[src/rtl/dnpsl_defines.svh]
// Constants of the serial link-layer engine: codes, defaults, limits and timing
`ifndef DNPSL_DEFINES_SVH
`define DNPSL_DEFINES_SVH
`define DNPSL_ADDR_MAX 16'hFFEF
`define DNPSL_SELF_ADDR 16'hFFFC
`define DNPSL_OWN_DEF 16'h0001
`define DNPSL_MASTER_DEF 16'h0000
`define DNPSL_MASTERS 5
`define DNPSL_BAUD_38400 3'h0
`define DNPSL_BAUD_19200 3'h1
`define DNPSL_BAUD_9600 3'h2
`define DNPSL_BAUD_4800 3'h3
`define DNPSL_BAUD_2400 3'h4
`define DNPSL_BAUD_1200 3'h5
`define DNPSL_PAR_NONE 2'h0
`define DNPSL_PAR_EVEN 2'h1
`define DNPSL_PAR_ODD 2'h2
`define DNPSL_FC_ACK 4'h0
`define DNPSL_FC_NACK 4'h1
`define DNPSL_FC_CONF_DATA 4'h3
`define DNPSL_FC_UNCONF_DATA 4'h4
`define DNPSL_FC_NOT_SUPP 4'hF
`define DNPSL_TIMEOUT_DEF 16'h0014
`define DNPSL_RETRY_DEF 8'h00
`define DNPSL_DELAY_DEF 16'h0000
`define DNPSL_MS_NS 1000000
`define DNPSL_CLK_NS 10
`define DNPSL_LFSR_SEED 16'hACE1
`define DNPSL_LFSR_TAPS 16'hB400
`endif

[src/rtl/dnpsl_pkg.sv]
// Types shared by the serial link-layer engine
`include "dnpsl_defines.svh"
package dnpsl_pkg;
  // Whole outstation link configuration, one set for all ports
  typedef struct packed {
    logic [15:0] ownAddr;
    logic [2:0] baud;
    logic [1:0] parity;
    logic twoStop;
    logic valEn;
    logic selfEn;
    logic [`DNPSL_MASTERS-1:0][15:0] master;
    logic halfDuplex;
    logic requestLinkConfirm;
    logic sendLinkConfirm;
    logic [15:0] confTimeout;
    logic [7:0] retries;
    logic [15:0] preDelay;
    logic [15:0] rtsOffDelay;
    logic [15:0] rtsOnDelay;
    logic [15:0] randMax;
  } dnpsl_cfg_type;
  // Link frame header
  typedef struct packed {
    logic prm;
    logic [3:0] fc;
    logic [15:0] dest;
    logic [15:0] src;
  } dnpsl_hdr_type;
  // Transmit sequencer, Gray along the half-duplex path from S_IDLE to S_WCONF
  typedef enum logic [2:0] {
    S_IDLE = 3'h0,
    S_PRE = 3'h1,
    S_RTSUP = 3'h3,
    S_SEND = 3'h2,
    S_RTSDN = 3'h6,
    S_WCONF = 3'h7
  } dnpsl_state_type;
endpackage : dnpsl_pkg

[src/rtl/dnpsl_lfsr.sv]
// Free-running pseudo-random source for collision-avoidance delay
`timescale 1ns/1ps
`include "dnpsl_defines.svh"
module dnpsl_lfsr (
  input wire logic clk,
  input wire logic sys_rst,
  output logic [15:0] value
);
  // Galois shift every cycle; request timing supplies the spread
  always_ff @(posedge clk) begin
    if (sys_rst) begin
      value <= `DNPSL_LFSR_SEED;
    end else begin
      value <= {1'b0, value[15:1]} ^ (value[0] ? `DNPSL_LFSR_TAPS : 16'h0000);
    end
  end
endmodule : dnpsl_lfsr

[src/rtl/dnpsl_link.sv]
// Serial link-layer engine of the outstation: filtering, framing, delays, RTS
//
// Behaviour
// Own address 0..65519, default 1
// Baud selectable 38400..1200, default 38400
// Parity none, even or odd; default none
// One or two stop bits, default one
// Validation on: only listed masters accepted
// Self address disabled: drop frames to FFFCh
// Self address enabled: accept; reply own address
// First master entry is unsolicited destination
// Five master entries 0..65519, default 0
// No handshake or half-duplex RTS/CTS
// Confirm request off: primaries use code 4
// Confirm request on: code 3, await, retry
// Secondary NACK/not-supported only if enabled
// Secondary only answers confirmed user data
// Confirm timeout 1..65535 ms, default 20
// Retries 0..255 after timeout, default 0
// Pre-transmit delay 0..65535 ms before sending
// RTS held the off delay after sending
// RTS raised the send delay before sending
// Random delay maximum 0..65535 ms
// One configuration set serves every port
// Wait pre-delay plus uniform random extra
`timescale 1ns/1ps
`include "dnpsl_defines.svh"
module dnpsl_link #(
  parameter int TICK_CYCLES = `DNPSL_MS_NS / `DNPSL_CLK_NS
) (
  input wire logic clk,
  input wire logic sys_rst,
  input wire dnpsl_pkg::dnpsl_cfg_type cfgIn,
  input wire logic cfgLoad,
  input wire logic rxValid,
  input wire dnpsl_pkg::dnpsl_hdr_type rxHdr,
  input wire logic appFull,
  input wire logic rxUnsup,
  input wire logic txReq,
  input wire logic txUnsol,
  input wire logic [15:0] txDest,
  input wire logic txDone,
  output dnpsl_pkg::dnpsl_cfg_type cfg,
  output logic cfgReject,
  output logic rxAccept,
  output dnpsl_pkg::dnpsl_hdr_type rxHdrOut,
  output logic txTaken,
  output logic txStart,
  output dnpsl_pkg::dnpsl_hdr_type txHdr,
  output logic rts,
  output logic frameOk,
  output logic frameFail,
  output logic busy
);
  import dnpsl_pkg::*;
  // Reset-time configuration
  localparam dnpsl_cfg_type DEF_CFG = '{
    ownAddr: `DNPSL_OWN_DEF, baud: `DNPSL_BAUD_38400, parity: `DNPSL_PAR_NONE,
    twoStop: 1'b0, valEn: 1'b0, selfEn: 1'b0,
    master: {`DNPSL_MASTERS{`DNPSL_MASTER_DEF}},
    halfDuplex: 1'b0, requestLinkConfirm: 1'b0, sendLinkConfirm: 1'b0,
    confTimeout: `DNPSL_TIMEOUT_DEF, retries: `DNPSL_RETRY_DEF,
    preDelay: `DNPSL_DELAY_DEF, rtsOffDelay: `DNPSL_DELAY_DEF,
    rtsOnDelay: `DNPSL_DELAY_DEF, randMax: `DNPSL_DELAY_DEF};
  localparam logic [16:0] TICK_LAST = 17'(TICK_CYCLES - 1);
  dnpsl_state_type state; // Sequencer state
  dnpsl_state_type next_state; // Sequencer next state
  logic [16:0] tickCnt; // Clock cycles within one millisecond
  logic tick; // One-cycle millisecond pulse
  logic [16:0] msCnt; // Remaining milliseconds of current wait
  logic [7:0] retryLeft; // Retransmissions still allowed
  logic curConf; // Frame in flight expects a confirm
  logic secPend; // Secondary frame waiting to go
  logic [3:0] secFc; // Code of the pending secondary
  logic [15:0] secDest; // Master that earns the secondary
  logic [15:0] lfsrVal; // Pseudo-random word
  logic next_load; // Restart the millisecond wait
  logic [16:0] next_loadVal; // Value for the restarted wait
  logic next_rts;
  logic next_start;
  logic next_ok;
  logic next_fail;
  logic [7:0] next_retry;
  // Random source lives in its own small module
  dnpsl_lfsr u_lfsr (
    .clk(clk),
    .sys_rst(sys_rst),
    .value(lfsrVal)
  );
  // Per-entry master checks: range on load, source match on receive
  logic [`DNPSL_MASTERS-1:0] mstInRange;
  logic [`DNPSL_MASTERS-1:0] srcMatch;
  genvar gi;
  generate
    for (gi = 0; gi < `DNPSL_MASTERS; gi++) begin : g_master
      assign mstInRange[gi] = cfgIn.master[gi] <= `DNPSL_ADDR_MAX;
      assign srcMatch[gi] = rxHdr.src == cfg.master[gi];
    end
  endgenerate
  // Configuration check; a bad set is refused whole
  wire ownInRange = cfgIn.ownAddr <= `DNPSL_ADDR_MAX;
  wire baudOk = cfgIn.baud <= `DNPSL_BAUD_1200;
  wire parityOk = cfgIn.parity <= `DNPSL_PAR_ODD;
  wire timeoutOk = cfgIn.confTimeout != 16'h0000;
  wire cfgOk = ownInRange & (&mstInRange) & baudOk & parityOk & timeoutOk;
  // Loads outside idle are refused so a frame never mixes two settings
  wire cfgTake = cfgLoad & cfgOk & (state == S_IDLE);
  wire [15:0] primaryMasterAddress = cfg.master[0];
  // Receive filtering
  wire dstSelf = rxHdr.dest == `DNPSL_SELF_ADDR;
  wire dstOwn = rxHdr.dest == cfg.ownAddr;
  wire addrOk = dstOwn | (dstSelf & cfg.selfEn);
  wire srcOk = ~cfg.valEn | (|srcMatch);
  wire acc = rxValid & addrOk & srcOk;
  wire isConfData = acc & rxHdr.prm & (rxHdr.fc == `DNPSL_FC_CONF_DATA);
  wire needSec = isConfData & cfg.sendLinkConfirm & (appFull | rxUnsup);
  wire [3:0] secFcSel = appFull ? `DNPSL_FC_NACK : `DNPSL_FC_NOT_SUPP;
  wire isAck = acc & ~rxHdr.prm & (rxHdr.fc == `DNPSL_FC_ACK)
    & (rxHdr.src == txHdr.dest) & (state == S_WCONF);
  // Start selection: pending secondary outranks a new primary
  wire idleFree = (state == S_IDLE) & ~cfgLoad;
  wire goSec = idleFree & secPend;
  wire goPri = idleFree & ~secPend & txReq;
  wire [15:0] priDest = txUnsol ? primaryMasterAddress : txDest;
  wire [3:0] priFc = cfg.requestLinkConfirm ? `DNPSL_FC_CONF_DATA
    : `DNPSL_FC_UNCONF_DATA;
  wire dnpsl_hdr_type startHdr = goSec
    ? dnpsl_hdr_type'{prm: 1'b0, fc: secFc, dest: secDest, src: cfg.ownAddr}
    : dnpsl_hdr_type'{prm: 1'b1, fc: priFc, dest: priDest, src: cfg.ownAddr};
  // Uniform extra delay, scaled product keeps it within the maximum
  wire [32:0] randProd = lfsrVal * {1'b0, cfg.randMax} + lfsrVal;
  wire [16:0] preTotal = {1'b0, cfg.preDelay} + {1'b0, randProd[31:16]};
  wire msDone = msCnt == 17'h00000;
  // Transmit sequencer decisions
  always_comb begin
    next_state = state;
    next_load = 1'b0;
    next_loadVal = 17'h00000;
    next_rts = rts;
    next_start = 1'b0;
    next_ok = 1'b0;
    next_fail = 1'b0;
    next_retry = retryLeft;
    unique case (state)
      S_IDLE: begin
        if (goSec | goPri) begin // Every frame waits its pre-delay
          next_state = S_PRE;
          next_load = 1'b1;
          next_loadVal = preTotal;
          next_retry = cfg.retries;
        end
      end
      S_PRE: begin
        if (msDone && cfg.halfDuplex) begin // Modem needs RTS lead time
          next_state = S_RTSUP;
          next_rts = 1'b1;
          next_load = 1'b1;
          next_loadVal = {1'b0, cfg.rtsOnDelay};
        end else if (msDone) begin // Direct line, no handshake
          next_state = S_SEND;
          next_start = 1'b1;
        end
      end
      S_RTSUP: begin
        if (msDone) begin
          next_state = S_SEND;
          next_start = 1'b1;
        end
      end
      S_SEND: begin
        if (txDone && cfg.halfDuplex) begin // Hold RTS past last char
          next_state = S_RTSDN;
          next_load = 1'b1;
          next_loadVal = {1'b0, cfg.rtsOffDelay};
        end else if (txDone && curConf) begin
          next_state = S_WCONF;
          next_load = 1'b1;
          next_loadVal = {1'b0, cfg.confTimeout};
        end else if (txDone) begin
          next_state = S_IDLE;
          next_ok = 1'b1;
        end
      end
      S_RTSDN: begin
        if (msDone && curConf) begin
          next_state = S_WCONF;
          next_rts = 1'b0;
          next_load = 1'b1;
          next_loadVal = {1'b0, cfg.confTimeout};
        end else if (msDone) begin
          next_state = S_IDLE;
          next_rts = 1'b0;
          next_ok = 1'b1;
        end
      end
      S_WCONF: begin
        if (isAck) begin // Confirm arrived in time
          next_state = S_IDLE;
          next_ok = 1'b1;
        end else if (msDone && retryLeft != 8'h00) begin // Resend same header
          next_state = S_PRE;
          next_retry = retryLeft - 8'h01;
          next_load = 1'b1;
          next_loadVal = preTotal;
        end else if (msDone) begin // Retries spent
          next_state = S_IDLE;
          next_fail = 1'b1;
        end
      end
    endcase
  end
  // Millisecond base restarts with each wait, so no wait comes up short
  always_ff @(posedge clk) begin
    if (sys_rst || next_load || tickCnt == TICK_LAST) begin
      tickCnt <= 17'h00000;
    end else begin
      tickCnt <= tickCnt + 17'h00001;
    end
    tick <= ~sys_rst & ~next_load & (tickCnt == TICK_LAST);
  end
  // Wait counter
  always_ff @(posedge clk) begin
    if (sys_rst) begin
      msCnt <= 17'h00000;
    end else if (next_load) begin
      msCnt <= next_loadVal;
    end else if (tick && !msDone) begin
      msCnt <= msCnt - 17'h00001;
    end
  end
  // Sequencer registers and status pulses
  always_ff @(posedge clk) begin
    if (sys_rst) begin
      state <= S_IDLE;
      rts <= 1'b0;
      txStart <= 1'b0;
      frameOk <= 1'b0;
      frameFail <= 1'b0;
      retryLeft <= 8'h00;
      busy <= 1'b0;
    end else begin
      state <= next_state;
      rts <= next_rts;
      txStart <= next_start;
      frameOk <= next_ok;
      frameFail <= next_fail;
      retryLeft <= next_retry;
      busy <= next_state != S_IDLE;
    end
  end
  // Header of the frame in flight; kept for retries
  always_ff @(posedge clk) begin
    if (sys_rst) begin
      txHdr <= '0;
      curConf <= 1'b0;
      txTaken <= 1'b0;
    end else begin
      txTaken <= goPri;
      if (goSec || goPri) begin
        txHdr <= startHdr;
        curConf <= goPri & cfg.requestLinkConfirm;
      end
    end
  end
  // Secondary request: a new reason wins over the clear of the old one
  always_ff @(posedge clk) begin
    if (sys_rst) begin
      secPend <= 1'b0;
      secFc <= `DNPSL_FC_NACK;
      secDest <= 16'h0000;
    end else if (needSec) begin
      secPend <= 1'b1;
      secFc <= secFcSel;
      secDest <= rxHdr.src;
    end else if (goSec || cfgTake) begin
      secPend <= 1'b0;
    end
  end
  // Accepted frames pass upward
  always_ff @(posedge clk) begin
    if (sys_rst) begin
      rxAccept <= 1'b0;
      rxHdrOut <= '0;
    end else begin
      rxAccept <= acc;
      if (acc) begin
        rxHdrOut <= rxHdr;
      end
    end
  end
  // Active configuration; the single set every port reads
  always_ff @(posedge clk) begin
    if (sys_rst) begin
      cfg <= DEF_CFG;
      cfgReject <= 1'b0;
    end else begin
      cfgReject <= cfgLoad & ~cfgTake;
      if (cfgTake) begin
        cfg <= cfgIn;
      end
    end
  end
endmodule : dnpsl_link

[config.mk]
export PLATFORM = sky130hd
export DESIGN_NAME = dnpsl_link
export DESIGN_NICKNAME = d
export VERILOG_FILES = /design/src/rtl/dnpsl_pkg.sv /design/src/rtl/dnpsl_lfsr.sv /design/src/rtl/dnpsl_link.sv
export VERILOG_INCLUDE_DIRS = /design/src /design/src/rtl
export SDC_FILE = /design/constraint.sdc
export NUM_CORES = 1
export LEC_CHECK = 0
export ABC_AREA = 1
export BUFFER_PORTS_ARGS = -buffer_cell sky130_fd_sc_hd__clkbuf_2
export CELL_PAD_IN_SITES_DETAIL_PLACEMENT = 0
export CELL_PAD_IN_SITES_GLOBAL_PLACEMENT = 1
export CORE_MARGIN = 3
export CORE_UTILIZATION = 30
export CTS_CLUSTER_DIAMETER = 200
export CTS_CLUSTER_SIZE = 10
export DETAILED_ROUTE_END_ITERATION = 7
export GPL_TIMING_DRIVEN = 0
export PLACE_DENSITY_LB_ADDON = 0.1
export SLEW_MARGIN = 20
export SYNTH_ARGS = -nofsm -noshare
export SYNTH_HDL_FRONTEND = slang
export SYNTH_SLANG_ARGS = --single-unit
[constraint.sdc]
create_clock -name clk -period 11.28 [get_ports clk]
set_clock_uncertainty 0.15 [all_clocks]
set_input_delay 1.128 -clock clk [delete_from_list [all_inputs] [get_ports clk]]
set_output_delay 1.128 -clock clk [all_outputs]
set_load 0.01 [all_outputs]
After elaboration in Yosys (flattened, before gate mapping)

Index checks and enable logic that the tools add are counted.

$add $sub $neg: 5
$mul: 1
Order comparisons: 8
Equal/unequal tests: 20
Mux-type cells: 53
Bitwise operators: 38
Reduce and logical (&&, ||, !) cells: 26

Operators with widths:

| operator                                                | number |
|---|---|
| == test 16 bit                                          | 7 |
| less-or-equal comparator 16 bit (second input constant) | 6 |
| 2-to-1 mux 16 bit                                       | 6 |
| 2-to-1 mux 17 bit                                       | 5 |
| one-hot mux 17 bit (5 select lines)                     | 1 |
| 2-to-1 mux 37 bit                                       | 1 |
| 2-to-1 mux 3 bit                                        | 11 |
| adder 32 x 16 -> 32 bit                                 | 1 |
| multiplier 16 x 16 -> 32 bit                            | 1 |
| AND 1 bit                                               | 25 |
| 2-to-1 mux 8 bit                                        | 3 |
| 2-to-1 mux 1 bit                                        | 19 |
| one-hot mux 3 bit (6 select lines)                      | 1 |
| adder 16 x 16 -> 17 bit                                 | 1 |
| adder 17 x 1 -> 17 bit (second input constant)          | 1 |
| == test 17 bit (second input constant)                  | 1 |
| zero test 17 bit                                        | 1 |
| subtractor 17 x 1 -> 17 bit (second input constant)     | 1 |
| == test 16 bit (second input constant)                  | 1 |
| one-hot mux 8 bit (2 select lines)                      | 1 |
| nonzero test 16 bit                                     | 1 |
| XOR 15 x 16 -> 16 bit                                   | 1 |
| NOT 1 bit                                               | 8 |
| nonzero test 2 bit                                      | 4 |
| 27 further kinds                                        | 43 |

Register bits after elaboration: 361
Bits of input ports: 257

Depth between registers and ports, before layout

Gate-level depths: netlist of the first run.

Word-level depth: 14
Gate-level depth with buffers: 38

Cells and area by module

A second synthesis of the first run with hierarchy kept.

Cells, all modules: 3601
Area total of the unflattened synthesis: 25969.9 µm²

By module, submodules not included:

| module     | times used | cells each | area each (µm²) | sequential area each (µm²) |
|---|---|---|---|---|
| dnpsl_link | 1          | 3550       | 25495.7         | 6846.6 |
| dnpsl_lfsr | 1          | 51         | 474.2           | 320.3 |

Least setup slack after synthesis of the first run

No wires, ideal clock.

Path type: flip-flop to flip-flop
From: register cfg[10] (netlist bit)
To: register msCnt[14]
Data arrival time: 6.960 ns
Data required time: 11.011 ns
Path slack: 4.051 ns
Stages on the path, launching flop included: 32
Path buffers: 2
Period minus slack after synthesis: 7.229 ns
Cell sequence: dfxtp_1 > clkbuf_1 > clkbuf_1 > nand2_1 > fa_1 > inv_1 > fa_1 > fa_1 > fa_1 > fa_1 > inv_1 > fa_1 > inv_1 > ha_1 > nand2_1 > nor4_1 > nand3_1 > nand3_1 > nand2_1 > o211ai_1 > xnor2_1 > inv_1 > ha_1 > nand2_1 > nor2_1 > inv_1 > o211ai_1 > a21oi_1 > or2_2 > nand3_1 > and2_1 > a21oi_1

Longest elaborated chain between the ends: 7
Elaborated cells between the ends (all ways): 8
Classes of those cells: add/sub: 2; mul: 1; mux: 5

RTL lines:

| what                                  | line              | RTL |
|---|---|---|
| start: declaration                    | dnpsl_link.sv:43  | `output dnpsl_pkg::dnpsl_cfg_type cfg,` |
| start signal: assignment              | dnpsl_link.sv:299 | `cfg <= cfgIn;` |
| multiplier 16 x 16 -> 32 bit *        | dnpsl_link.sv:131 | `wire [32:0] randProd = lfsrVal * {1'b0, cfg.randMax} + lfsrVal;` |
| adder 32 x 16 -> 32 bit *             | dnpsl_link.sv:131 |  |
| adder 16 x 16 -> 17 bit *             | dnpsl_link.sv:132 | `wire [16:0] preTotal = {1'b0, cfg.preDelay} + {1'b0, randProd[31:16]};` |
| 2-to-1 mux 17 bit                     | dnpsl_link.sv:200 | `end else if (msDone && retryLeft != 8'h00) begin` |
| 2-to-1 mux 17 bit                     | dnpsl_link.sv:197 | `if (isAck) begin` |
| one-hot mux 17 bit (5 select lines) * | dnpsl_link.sv:144 | `unique case (state)` |
| 2-to-1 mux 17 bit *                   | dnpsl_link.sv:225 | `end else if (next_load) begin` |
| end signal: assignment                | dnpsl_link.sv:226 | `msCnt <= next_loadVal;` |
| end signal: assignment                | dnpsl_link.sv:228 | `msCnt <= msCnt - 17'h00001;` |
| end: declaration                      | dnpsl_link.sv:70  | `logic [16:0] msCnt;` |

Mark *: on every way between the ends. The rest lies on a longest branch, timed or not.
A chain may end at the register's enable or synchronous reset.

Final worst setup path of the first run

From: register u_lfsr.value[0]
To: register msCnt[14]

Longest elaborated chain between the ends: 7
Elaborated cells between the ends (all ways): 8
Classes of those cells: add/sub: 2; mul: 1; mux: 5

RTL lines:

| what                                  | line              | RTL |
|---|---|---|
| start: declaration                    | dnpsl_lfsr.sv:7   | `output logic [15:0] value` |
| start signal: assignment              | dnpsl_lfsr.sv:12  | `` value <= `DNPSL_LFSR_SEED; `` |
| start signal: assignment              | dnpsl_lfsr.sv:14  | `` value <= {1'b0, value[15:1]} ^ (value[0] ? `DNPSL_LFSR_TAPS : 16'h0000); `` |
| multiplier 16 x 16 -> 32 bit          | dnpsl_link.sv:131 |  |
| adder 32 x 16 -> 32 bit *             | dnpsl_link.sv:131 |  |
| adder 16 x 16 -> 17 bit *             | dnpsl_link.sv:132 |  |
| 2-to-1 mux 17 bit                     | dnpsl_link.sv:200 |  |
| 2-to-1 mux 17 bit                     | dnpsl_link.sv:197 |  |
| one-hot mux 17 bit (5 select lines) * | dnpsl_link.sv:144 |  |
| 2-to-1 mux 17 bit *                   | dnpsl_link.sv:225 |  |

Marks and branches as above.

==> impl_metrics.csv, run 1 <==
group,metric,value,unit
run_status,status,"finished clean",
route,num_vias,25400,
sta,slew_viol_final,0,
cts,post_cts_resized,0,
floorplan,start_util,30.4,%
job,cap_violations,0,
synth,synth_area_leaders,"dfxtp_1, fa_1, nand2_1, inv_1, o21ai_0",
route,drt-initial-drc-count,1493,
route,drt_pass1_iterations,5,
sta,fin_tns_setup,0,ns
worst_setup_path,cp_common_cell,"fa_1",
sta,max_freq,111,MHz
min_path,hold_class,"flop to flop",
worst_setup_path,crit_family,"adder cells",
floorplan,die-area,0.0903,sq mm
synth,synth_seq_area_share,27.5,%
floorplan,dieWidth,301,um
grt,grt.total_usage,27.0,%
sta,max_slew_margin,18.3,%
sta,setup_viol,0,
sta,rsz0062_at_grt,"no",
grt,antenna_found_initial,11,
synth,synth_nets,4209,
cts,post-cts-setup-buffers,0,
worst_setup_path,cp_max_fo,10,
cts,hold_buffers,0,
sta,worst_pin_slew,1.22,ns
synth,synth_cells,3623,
sta,hold_violations,0,
synth,synth_commonest_cells,"nand2_1, inv_1, nor2_1",
synth,synth_seq_cells,358,
synth,synth-edff-count,0,
grt,first_global_vias,25800,
worst_setup_path,end_kind,"flop",
power_and_ir_drop,p_per_area,189,mW/mm^2
floorplan,io_pins,534,
floorplan,rows,107,
cts,cts_buffers,41,
power_and_ir_drop,p_leak,15.6,nW
cts,cts_sinks,358,
power_and_ir_drop,finalPower,0.00591,W
synth,yosysWarnings,0,
sta,layout_min_cycle_time,8.99,ns
floorplan,core_area,0.0855,sq mm
sta,setup_ws,2.29,ns
synth,synth_top_area_cell,"dfxtp_1",
synth,yosysTopAreaCellShare,27.5,%
cts,clk_path_buf_depth,3,
route,via_per_inst,4.75,
cells_and_area,drive_above_1_share,15.8,%
placed_design,gp_congestion,0.881,
cts,tritoncts,"built",
route,postRouteWirelength,123000,um
synth,ys.flop_type,"dfxtp_1",
worst_setup_path,required,11.64,ns
synth,syn_area,0.0260,sq mm
worst_setup_path,max_stage_delay,0.63,ns
power_and_ir_drop,ir_drop,0.000165,V
synth,async_flop_share,0,%
synth,syn_avg_cell_area,7.18,sq um
route,wl_per_cell,23.1,um
cts,clock-root-buffer,"clkbuf_16",
worst_setup_path,criticalPathCategory,"flop to flop",
worst_setup_path,start_kind,"flop",
worst_setup_path,cp.arrival,9.35,ns
placed_design,dp_slack,2.31,ns
floorplan,fp.dieH,301,um
cells_and_area,nets,4771,
worst_setup_path,crit_slowest_cell,"buf_1",
worst_setup_path,worst-path-buf-inv,5,
grt,grt_max_degree,12,
cts,htreeDepth,2,
sta,post-route-period-util,79.7,%
placed_design,port_buffers,519,
synth,synth_most_common_cell,"nand2_1",
route,ant_nets,0,
route,drc_errors,0,
cts,clock_latency,0.60,ns
placed_design,dpl.hpwl,101000,um
cts,clk_pin_slew_worst_paths,0.08,ns
grt,grt_pass1_wl,179000,um
synth,ys_types,57,
grt,grt-ovfl-total,0,
cells_and_area,fill_cells,9542,
cells_and_area,area_growth,19.9,%
## per-stage QoR
stage	std cells	hold WS, ns	area, sq um	util (%)
6_report	5336	0.299	31200	36.5
5_1_grt	5335	0.338	31200	36.5
4_1_cts	5331	0.299	31200	36.5
3_5_place_dp	5286	0.290	30100	35.1
3_3_place_gp	5286	0.282	30100	35.1
2_1_floorplan	3623	0.268	26000	-
## final cells by class
cell class | instances | area [sq um] | share of cell area (%)
Timing Repair Buffer | 519 | 2600 | 8.33
Clock inverter | 1 | 30.0 | 0.0963
Antenna cell | 5 | 12.5 | 0.0401
Inverter | 635 | 2380 | 7.64
Clock buffer | 44 | 1090 | 3.49
Buffer | 211 | 933 | 2.99
Sequential cell | 358 | 7170 | 23.0
Multi-Input combinational cell | 2419 | 15600 | 49.8
Tap cell | 1144 | 1430 | 4.59
## registers in the layout, indices dropped and copies added, names as in the netlist
name	cells
busy	1
cfg	179
cfgReject	1
curConf	1
frameFail	1
frameOk	1
msCnt	17
primaryMasterAddress	16
retryLeft	8
rts	1
rxAccept	1
rxHdrOut	37
secDest	16
secFc	1
secPend	1
state	3
tick	1
tickCnt	17
txHdr	37
txStart	1
txTaken	1
u_lfsr.value	16
## power by group
group / total [W] / switching, W / internal [W]
Combinational: 0.00318 / 0.00208 / 0.00110
Clock: 0.00128 / 0.000599 / 0.000679
Sequential: 0.00146 / 0.0000949 / 0.00136
## final timing paths
path                   start    endpoint  depth (start not counted)  slack (ns)
min               tickCnt[0]  tickCnt[0]                          1        0.30
max reg2reg  u_lfsr.value[0]   msCnt[14]                         30        2.29
max          u_lfsr.value[0]   msCnt[14]                         30        2.29
min reg2reg       tickCnt[0]  tickCnt[0]                          1        0.30
## layout by cell type (no fill, tap or decap), types with 18 or more instances in the layout
| cell type | synthesis | final |
|---|---|---|
| a21oi_1 | 225 | 225 |
| buf_4 | 25 | 25 |
| clkbuf_1 | 164 | 159 |
| clkbuf_16 | 0 | 43 |
| clkbuf_2 | 0 | 524 |
| dfxtp_1 | 358 | 358 |
| fa_1 | 209 | 209 |
| ha_1 | 120 | 120 |
| inv_1 | 612 | 612 |
| inv_2 | 23 | 23 |
| nand2_1 | 692 | 692 |
| nand3_1 | 73 | 73 |
| nand4_1 | 43 | 43 |
| nor2_1 | 438 | 438 |
| nor3_1 | 29 | 29 |
| o211ai_1 | 20 | 20 |
| o21ai_0 | 348 | 348 |
| o22ai_1 | 18 | 18 |
| xnor2_1 | 33 | 33 |
| xor2_1 | 68 | 68 |
## routing by layer
layer	vias to the layer above	GRT usage [%]	share of wire, %
met4	8	7.15	2.8
met1	12100	34.2	43
met2	719	46.8	48
li1	12400	-	-
met3	139	5.42	6.2
met5	-	0	0.050
## logic make-up after synthesis
kind of cell	count (synthesis)	share of synthesized area [%]
AO/OA/AOI/OAI	668	13.8
XOR/XNOR	101	3.40
adder cells (fa/ha/maj)	329	21.8
buffers and inverters	846	12.7
flip-flops	358	27.5
other	1	0.0144
AND/OR/NAND/NOR	1320	20.7
Power figures use the tool's default switching activity.
==> inputs of run 2 (changes only) <==
Clock period 11.28 ns to 8.2 ns, I/O delays scaled along.
==> run 2 against run 1 <==
Against the previous run: sequential share of layout area is 0.11 points higher; non-clock buffer count is 30 lower; sequential power is 40% higher; fmax is 15% higher; count of clock-buffer cells in the layout stayed put; combinational power is 39% higher; clock power is 37% higher; largest power group unchanged; utilization is 0.15 points higher; sequential cell count stayed put; worst setup slack worse by 1.9 ns; critical path depth stayed put.
==> impl_metrics.csv, run 2 (synthesis results as in run 1) <==
group,metric,value,unit
run_status,status,"finished clean",
placed_design,port_buffers,519,
sta,slew_viol_final,0,
route,wl_per_cell,23.2,um
cells_and_area,seq_area,0.00723,sq mm
grt,grt.total_usage,27.0,%
cts,tritoncts,"built",
floorplan,fp.dieH,301,um
cells_and_area,multiInputGateArea,0.0156,sq mm
cells_and_area,fin_area,0.0313,sq mm
route,num_vias,25300,
worst_setup_path,ff2ff_path_depth,30,
worst_setup_path,start_kind,"flop",
worst_setup_path,r2r_start,"u_lfsr.value[10]",
sta,setup_viol,0,
worst_setup_path,required,8.51,ns
min_path,hold_path_depth,3,
min_path,min_to,"cfg[179]",
sta,max_slew_margin,22.9,%
worst_setup_path,crit_slowest_cell,"fa_1",
worst_setup_path,cp_max_fo,10,
route,ant_nets,0,
worst_setup_path,criticalPathCategory,"flop to flop",
route,postRouteWirelength,123000,um
cells_and_area,reg_top3,"cfg (179), rxHdrOut (37), txHdr (37)",
route,drt-initial-drc-count,1406,
worst_setup_path,end_kind,"flop",
worst_setup_path,r2r-end,"msCnt[14]",
route,drc_errors,0,
cells_and_area,regMostFlops,"cfg",
cells_and_area,instances_no_fill,5306,
cells_and_area,nets,4741,
grt,grt_max_degree,12,
cells_and_area,final_cell_mix,"nand2_1, inv_1, clkbuf_2",
cells_and_area,drive_above_1_share,17.7,%
sta,max_freq,128,MHz
min_path,min_from,"cfgIn[179]",
power_and_ir_drop,ir_drop,0.000232,V
cells_and_area,fill_cells,9531,
cts,clk_path_buf_depth,3,
floorplan,die-area,0.0903,sq mm
route,via_per_inst,4.77,
route,drt_pass1_iterations,5,
cts,cts_sinks,358,
cts,clock_latency,0.60,ns
power_and_ir_drop,p_leak,15.7,nW
cells_and_area,largest_reg_flops,179,
floorplan,core_area,0.0855,sq mm
placed_design,dpl.hpwl,101000,um
worst_setup_path,max_stage_delay,0.61,ns
placed_design,dpl_cell_area,0.0301,sq mm
floorplan,dieWidth,301,um
grt,antenna_found_initial,11,
min_path,hold_class,"input port to flop",
cells_and_area,final_common_cell,"nand2_1",
cts,cts_buffers,41,
cts,clock-root-buffer,"clkbuf_16",
sta,worst_pin_slew,1.15,ns
cells_and_area,area_growth,20.4,%
sta,post-route-period-util,95.5,%
job,cap_violations,0,
worst_setup_path,cp_common_cell,"fa_1",
sta,hold_slack,0.279,ns
grt,grt-ovfl-total,0,
placed_design,gp_congestion,0.881,
worst_setup_path,cp.arrival,8.15,ns
grt,grt_pass1_wl,178000,um
cts,clk_pin_slew_worst_paths,0.07,ns
sta,hold_violations,0,
sta,layout_min_cycle_time,7.84,ns
power_and_ir_drop,p_per_area,263,mW/mm^2
floorplan,io_pins,534,
placed_design,dp.cells,5286,
floorplan,start_util,30.4,%
floorplan,rows,107,
worst_setup_path,ff2ff_setup_slack,0.36,ns
cts,htreeDepth,2,
grt,first_global_vias,25700,
-- run 2: worst max-delay path by stage --
| stage | from | to | slack, ns | cells after the start |
|---|---|---|---|---|
| final | u_lfsr.value[10] | msCnt[14] | 0.36 | 30 |
| after global routing | u_lfsr.value[12] | msCnt[11] | -0.009 | 31 |
| after floorplan | cfg[10] | msCnt[14] | 0.97 | 31 |
| after global placement | u_lfsr.value[0] | msCnt[14] | -0.83 | 30 |
| after detailed placement | u_lfsr.value[0] | msCnt[14] | -0.77 | 30 |
| after CTS | u_lfsr.value[12] | msCnt[14] | 0.0005 | 31 |
-- run 2: critical path, delay by kind of cell, from the launching register on --
| kind | cells | cell delay [ns] |
|---|---|---|
| adder cells (fa/ha/maj) | 8 | 3.86 |
| AO/OA/AOI/OAI | 6 | 1.30 |
| buffers and inverters | 5 | 0.50 |
| XOR/XNOR | 1 | 0.15 |
| AND/OR/NAND/NOR | 10 | 1.28 |
| flip-flops | 1 | 0.47 |
-- run 2: timing repair --
action                                  in CTS  in global routing
endpoints found under the setup margin      15                 11
setup buffers                                0                  1
pin swaps                                    0                  2
hold buffers                                 0                  0
gates resized for setup                     47                 98
endpoints found under the hold margin        0                  0
-- run 2: layer usage --
| metal | track usage (%) | up-vias | routed length, um | share of wire [%] |
|---|---|---|---|---|
| met2 | 46.9 | 747 | 59600 | 48 |
| met5 | 0 | - | 49 | 0.040 |
| met4 | 6.81 | 8 | 3390 | 2.8 |
| met1 | 34.2 | 12100 | 52200 | 42 |
| li1 | - | 12300 | - | - |
| met3 | 5.36 | 147 | 8020 | 6.5 |
-- run 2: where the power goes --
part           internal [W]  switching [W]
logic               0.00154        0.00288
registers           0.00187       0.000172
clock network      0.000934       0.000824
-- run 2: cell type report --
cell class,count,area share [%]
antenna,5,0.0399
multi-input combinational,2419,49.8
inverter,635,7.61
clock inverter,1,0.0959
tap,1144,4.57
clock buffer,44,3.48
sequential,358,23.1
buffer,180,2.98
timing repair buffer,520,8.32
-- run 2: metrics by stage --
stage	worst slack [ns]	power (W)	util, %	TNS [ns]
floorplan	0.971	0.00493	-	0
global placement	-0.828	0.00643	35.1	-6.93
detailed placement	-0.766	0.00639	35.1	-6.19
CTS	0.000517	0.00822	36.4	0
global route	-0.00914	0.00894	36.6	-0.00914
finish	0.365	0.00822	36.6	0
==> inputs of run 3 (changes only) <==
Settings changed: SYNTH_HIERARCHICAL set to 1.
==> run 3 against run 2 <==
Against the previous run: utilization fell by 0.19 points; sequential cell count did not move; worst setup slack improved by 0.089 ns; count of clock-buffer cells in the layout fell by 2; critical path type unchanged; critical endpoint is now msCnt[8].
==> impl_metrics.csv, run 3 <==
group,metric,value,unit
placed_design,dpl_cell_area,0.0300,sq mm
synth,async_flop_share,0,%
cells_and_area,fill_cells,9470,
grt,antenna_found_initial,11,
job,cap_violations,0,
route,drc_errors,0,
sta,max_slew_margin,20.5,%
worst_setup_path,crit_slowest_cell,"fa_1",
cells_and_area,final_common_cell,"nand2_1",
power_and_ir_drop,p_leak,15.7,nW
cts,clk_pin_slew_worst_paths,0.07,ns
worst_setup_path,max_stage_delay,0.56,ns
power_and_ir_drop,p_per_area,258,mW/mm^2
sta,hold_violations,0,
placed_design,gp_congestion,0.896,
worst_setup_path,criticalPathCategory,"flop to flop",
cells_and_area,instances_no_fill,5285,
synth,synth_seq_cells,358,
cts,clock-root-buffer,"clkbuf_16",
grt,grt.total_usage,26.2,%
synth,synth_cells,3601,
synth,yosysTopAreaCellShare,27.6,%
synth,synth_seq_area_share,27.6,%
grt,first_global_vias,25600,
cells_and_area,seq_area,0.00723,sq mm
cts,tritoncts,"built",
cts,cts_buffers,41,
synth,syn_avg_cell_area,7.21,sq um
route,drt_pass1_iterations,7,
route,postRouteWirelength,120000,um
placed_design,dp.cells,5262,
worst_setup_path,cp.arrival,8.09,ns
floorplan,start_util,30.4,%
floorplan,die-area,0.0901,sq mm
cells_and_area,largest_reg_flops,179,
cells_and_area,multiInputGateArea,0.0155,sq mm
synth,ys.flop_type,"dfxtp_1",
synth,synth_area_leaders,"dfxtp_1, fa_1, nand2_1, inv_1, o21ai_0",
route,via_per_inst,4.73,
route,drt-initial-drc-count,1494,
placed_design,port_buffers,517,
synth,yosysWarnings,6,
cells_and_area,final_cell_mix,"nand2_1, inv_1, clkbuf_2",
worst_setup_path,ff2ff_setup_slack,0.45,ns
worst_setup_path,cp_common_cell,"fa_1",
sta,layout_min_cycle_time,7.75,ns
worst_setup_path,cp_max_fo,10,
floorplan,fp.dieH,300,um
min_path,min_from,"tickCnt[0]",
cells_and_area,fin_area,0.0312,sq mm
power_and_ir_drop,ir_drop,0.000223,V
min_path,hold_path_depth,1,
synth,syn_area,0.0260,sq mm
cells_and_area,nets,4717,
cells_and_area,regMostFlops,"cfg",
worst_setup_path,start_kind,"flop",
sta,post-route-period-util,94.5,%
min_path,min_to,"tickCnt[0]",
cells_and_area,area_growth,20.0,%
synth,synth_nets,4187,
sta,setup_viol,0,
cells_and_area,reg_top3,"cfg (179), rxHdrOut (37), txHdr (37)",
grt,grt_max_degree,12,
floorplan,dieWidth,300,um
worst_setup_path,r2r_start,"cfg[3]",
cells_and_area,drive_above_1_share,17.8,%
grt,grt_pass1_wl,175000,um
worst_setup_path,end_kind,"flop",
synth,synth_commonest_cells,"nand2_1, inv_1, nor2_1",
synth,synth_most_common_cell,"nand2_1",
worst_setup_path,required,8.55,ns
min_path,hold_class,"flop to flop",
synth,synth_top_area_cell,"dfxtp_1",
cts,clk_path_buf_depth,3,
worst_setup_path,ff2ff_path_depth,34,
synth,synth-edff-count,0,
route,ant_nets,0,
floorplan,core_area,0.0855,sq mm
floorplan,rows,107,
run_status,status,"finished clean",
cts,clock_latency,0.60,ns
sta,max_freq,129,MHz
placed_design,dpl.hpwl,99100,um
sta,rsz0062_at_grt,"yes",
cts,htreeDepth,2,
sta,slew_viol_final,0,
floorplan,io_pins,534,
cts,cts_sinks,358,
grt,grt-ovfl-total,0,
route,wl_per_cell,22.7,um
sta,worst_pin_slew,1.19,ns
synth,ys_types,58,
route,num_vias,25000,
worst_setup_path,r2r-end,"msCnt[8]",
[run 3: critical path, delay by kind of cell, from the launching register on]
family / cells / cell delay, ns
buf+inv: 4 / 0.39
compound gates: 5 / 0.80
fa+ha+maj: 9 / 4.07
simple gates: 14 / 1.45
flops: 1 / 0.43
xor+xnor: 2 / 0.39
[run 3: cell type report]
cell class	count	share of cell area, %
clock inverters	3	0.120
diodes	8	0.0642
well taps	1144	4.59
multi-input cells	2399	49.7
plain buffers	179	2.99
inverters	634	7.64
flip-flops and latches	358	23.2
clock buffers	42	3.34
repair buffers	518	8.33
[run 3: logic make-up (layout without fill, tap and decap cells)]
group / count (synthesis) / after routing / synth area share (%)
other: 1 / 9 / 0.0144
adder cells (fa/ha/maj): 329 / 329 / 21.9
flip-flops: 358 / 358 / 27.6
AO/OA/AOI/OAI: 659 / 659 / 13.5
XOR/XNOR: 100 / 100 / 3.37
AND/OR/NAND/NOR: 1310 / 1310 / 20.8
buffers and inverters: 844 / 1376 / 12.9
[run 3: how the worst max path moves through the flow]
stage	start	endpoint	cells after the start	slack, ns
floorplan	cfg[3]	msCnt[12]	35	0.79
global placement	u_lfsr/value[5]	msCnt[8]	35	-0.79
detailed placement	u_lfsr/value[5]	msCnt[8]	35	-0.79
CTS	u_lfsr/value[15]	msCnt[8]	34	0.05
global route	cfg[12]	msCnt[15]	34	-0.02
finish	cfg[3]	msCnt[8]	34	0.45
[run 3: what timing repair did]
item                                    CTS  global route
endpoints found under the setup margin   15            10
gates cloned                              0             0
pin swaps                                 0             1
resized for setup                        56            91
hold buffers                              0             0
buffers inserted                          0             1
[run 3: report_power, final]
group          internal (W)  switching, W  total [W]
clock              0.000897      0.000799    0.00170
combinational       0.00155       0.00271    0.00426
sequential          0.00188      0.000192    0.00207
total               0.00433       0.00371    0.00803
[run 3: per-layer routing]
layer / track usage [%] / part of all wire [%]
met5: 0 / 0.020
met2: 44.0 / 47
met4: 7.79 / 3.3
met3: 5.25 / 6.6
met1: 34.0 / 44
[run 3: through the flow]
stage | hold slack [ns] | util (%) | setup TNS, ns | setup slack [ns] | power [W]
2_1_floorplan | 0.252 | - | 0 | 0.795 | 0.00489
3_3_place_gp | 0.258 | 35.1 | -5.67 | -0.787 | 0.00634
3_5_place_dp | 0.258 | 35.1 | -5.11 | -0.789 | 0.00629
4_1_cts | 0.290 | 36.3 | 0 | 0.0468 | 0.00806
5_1_grt | 0.316 | 36.4 | -0.0196 | -0.0196 | 0.00874
6_report | 0.298 | 36.4 | 0 | 0.454 | 0.00803
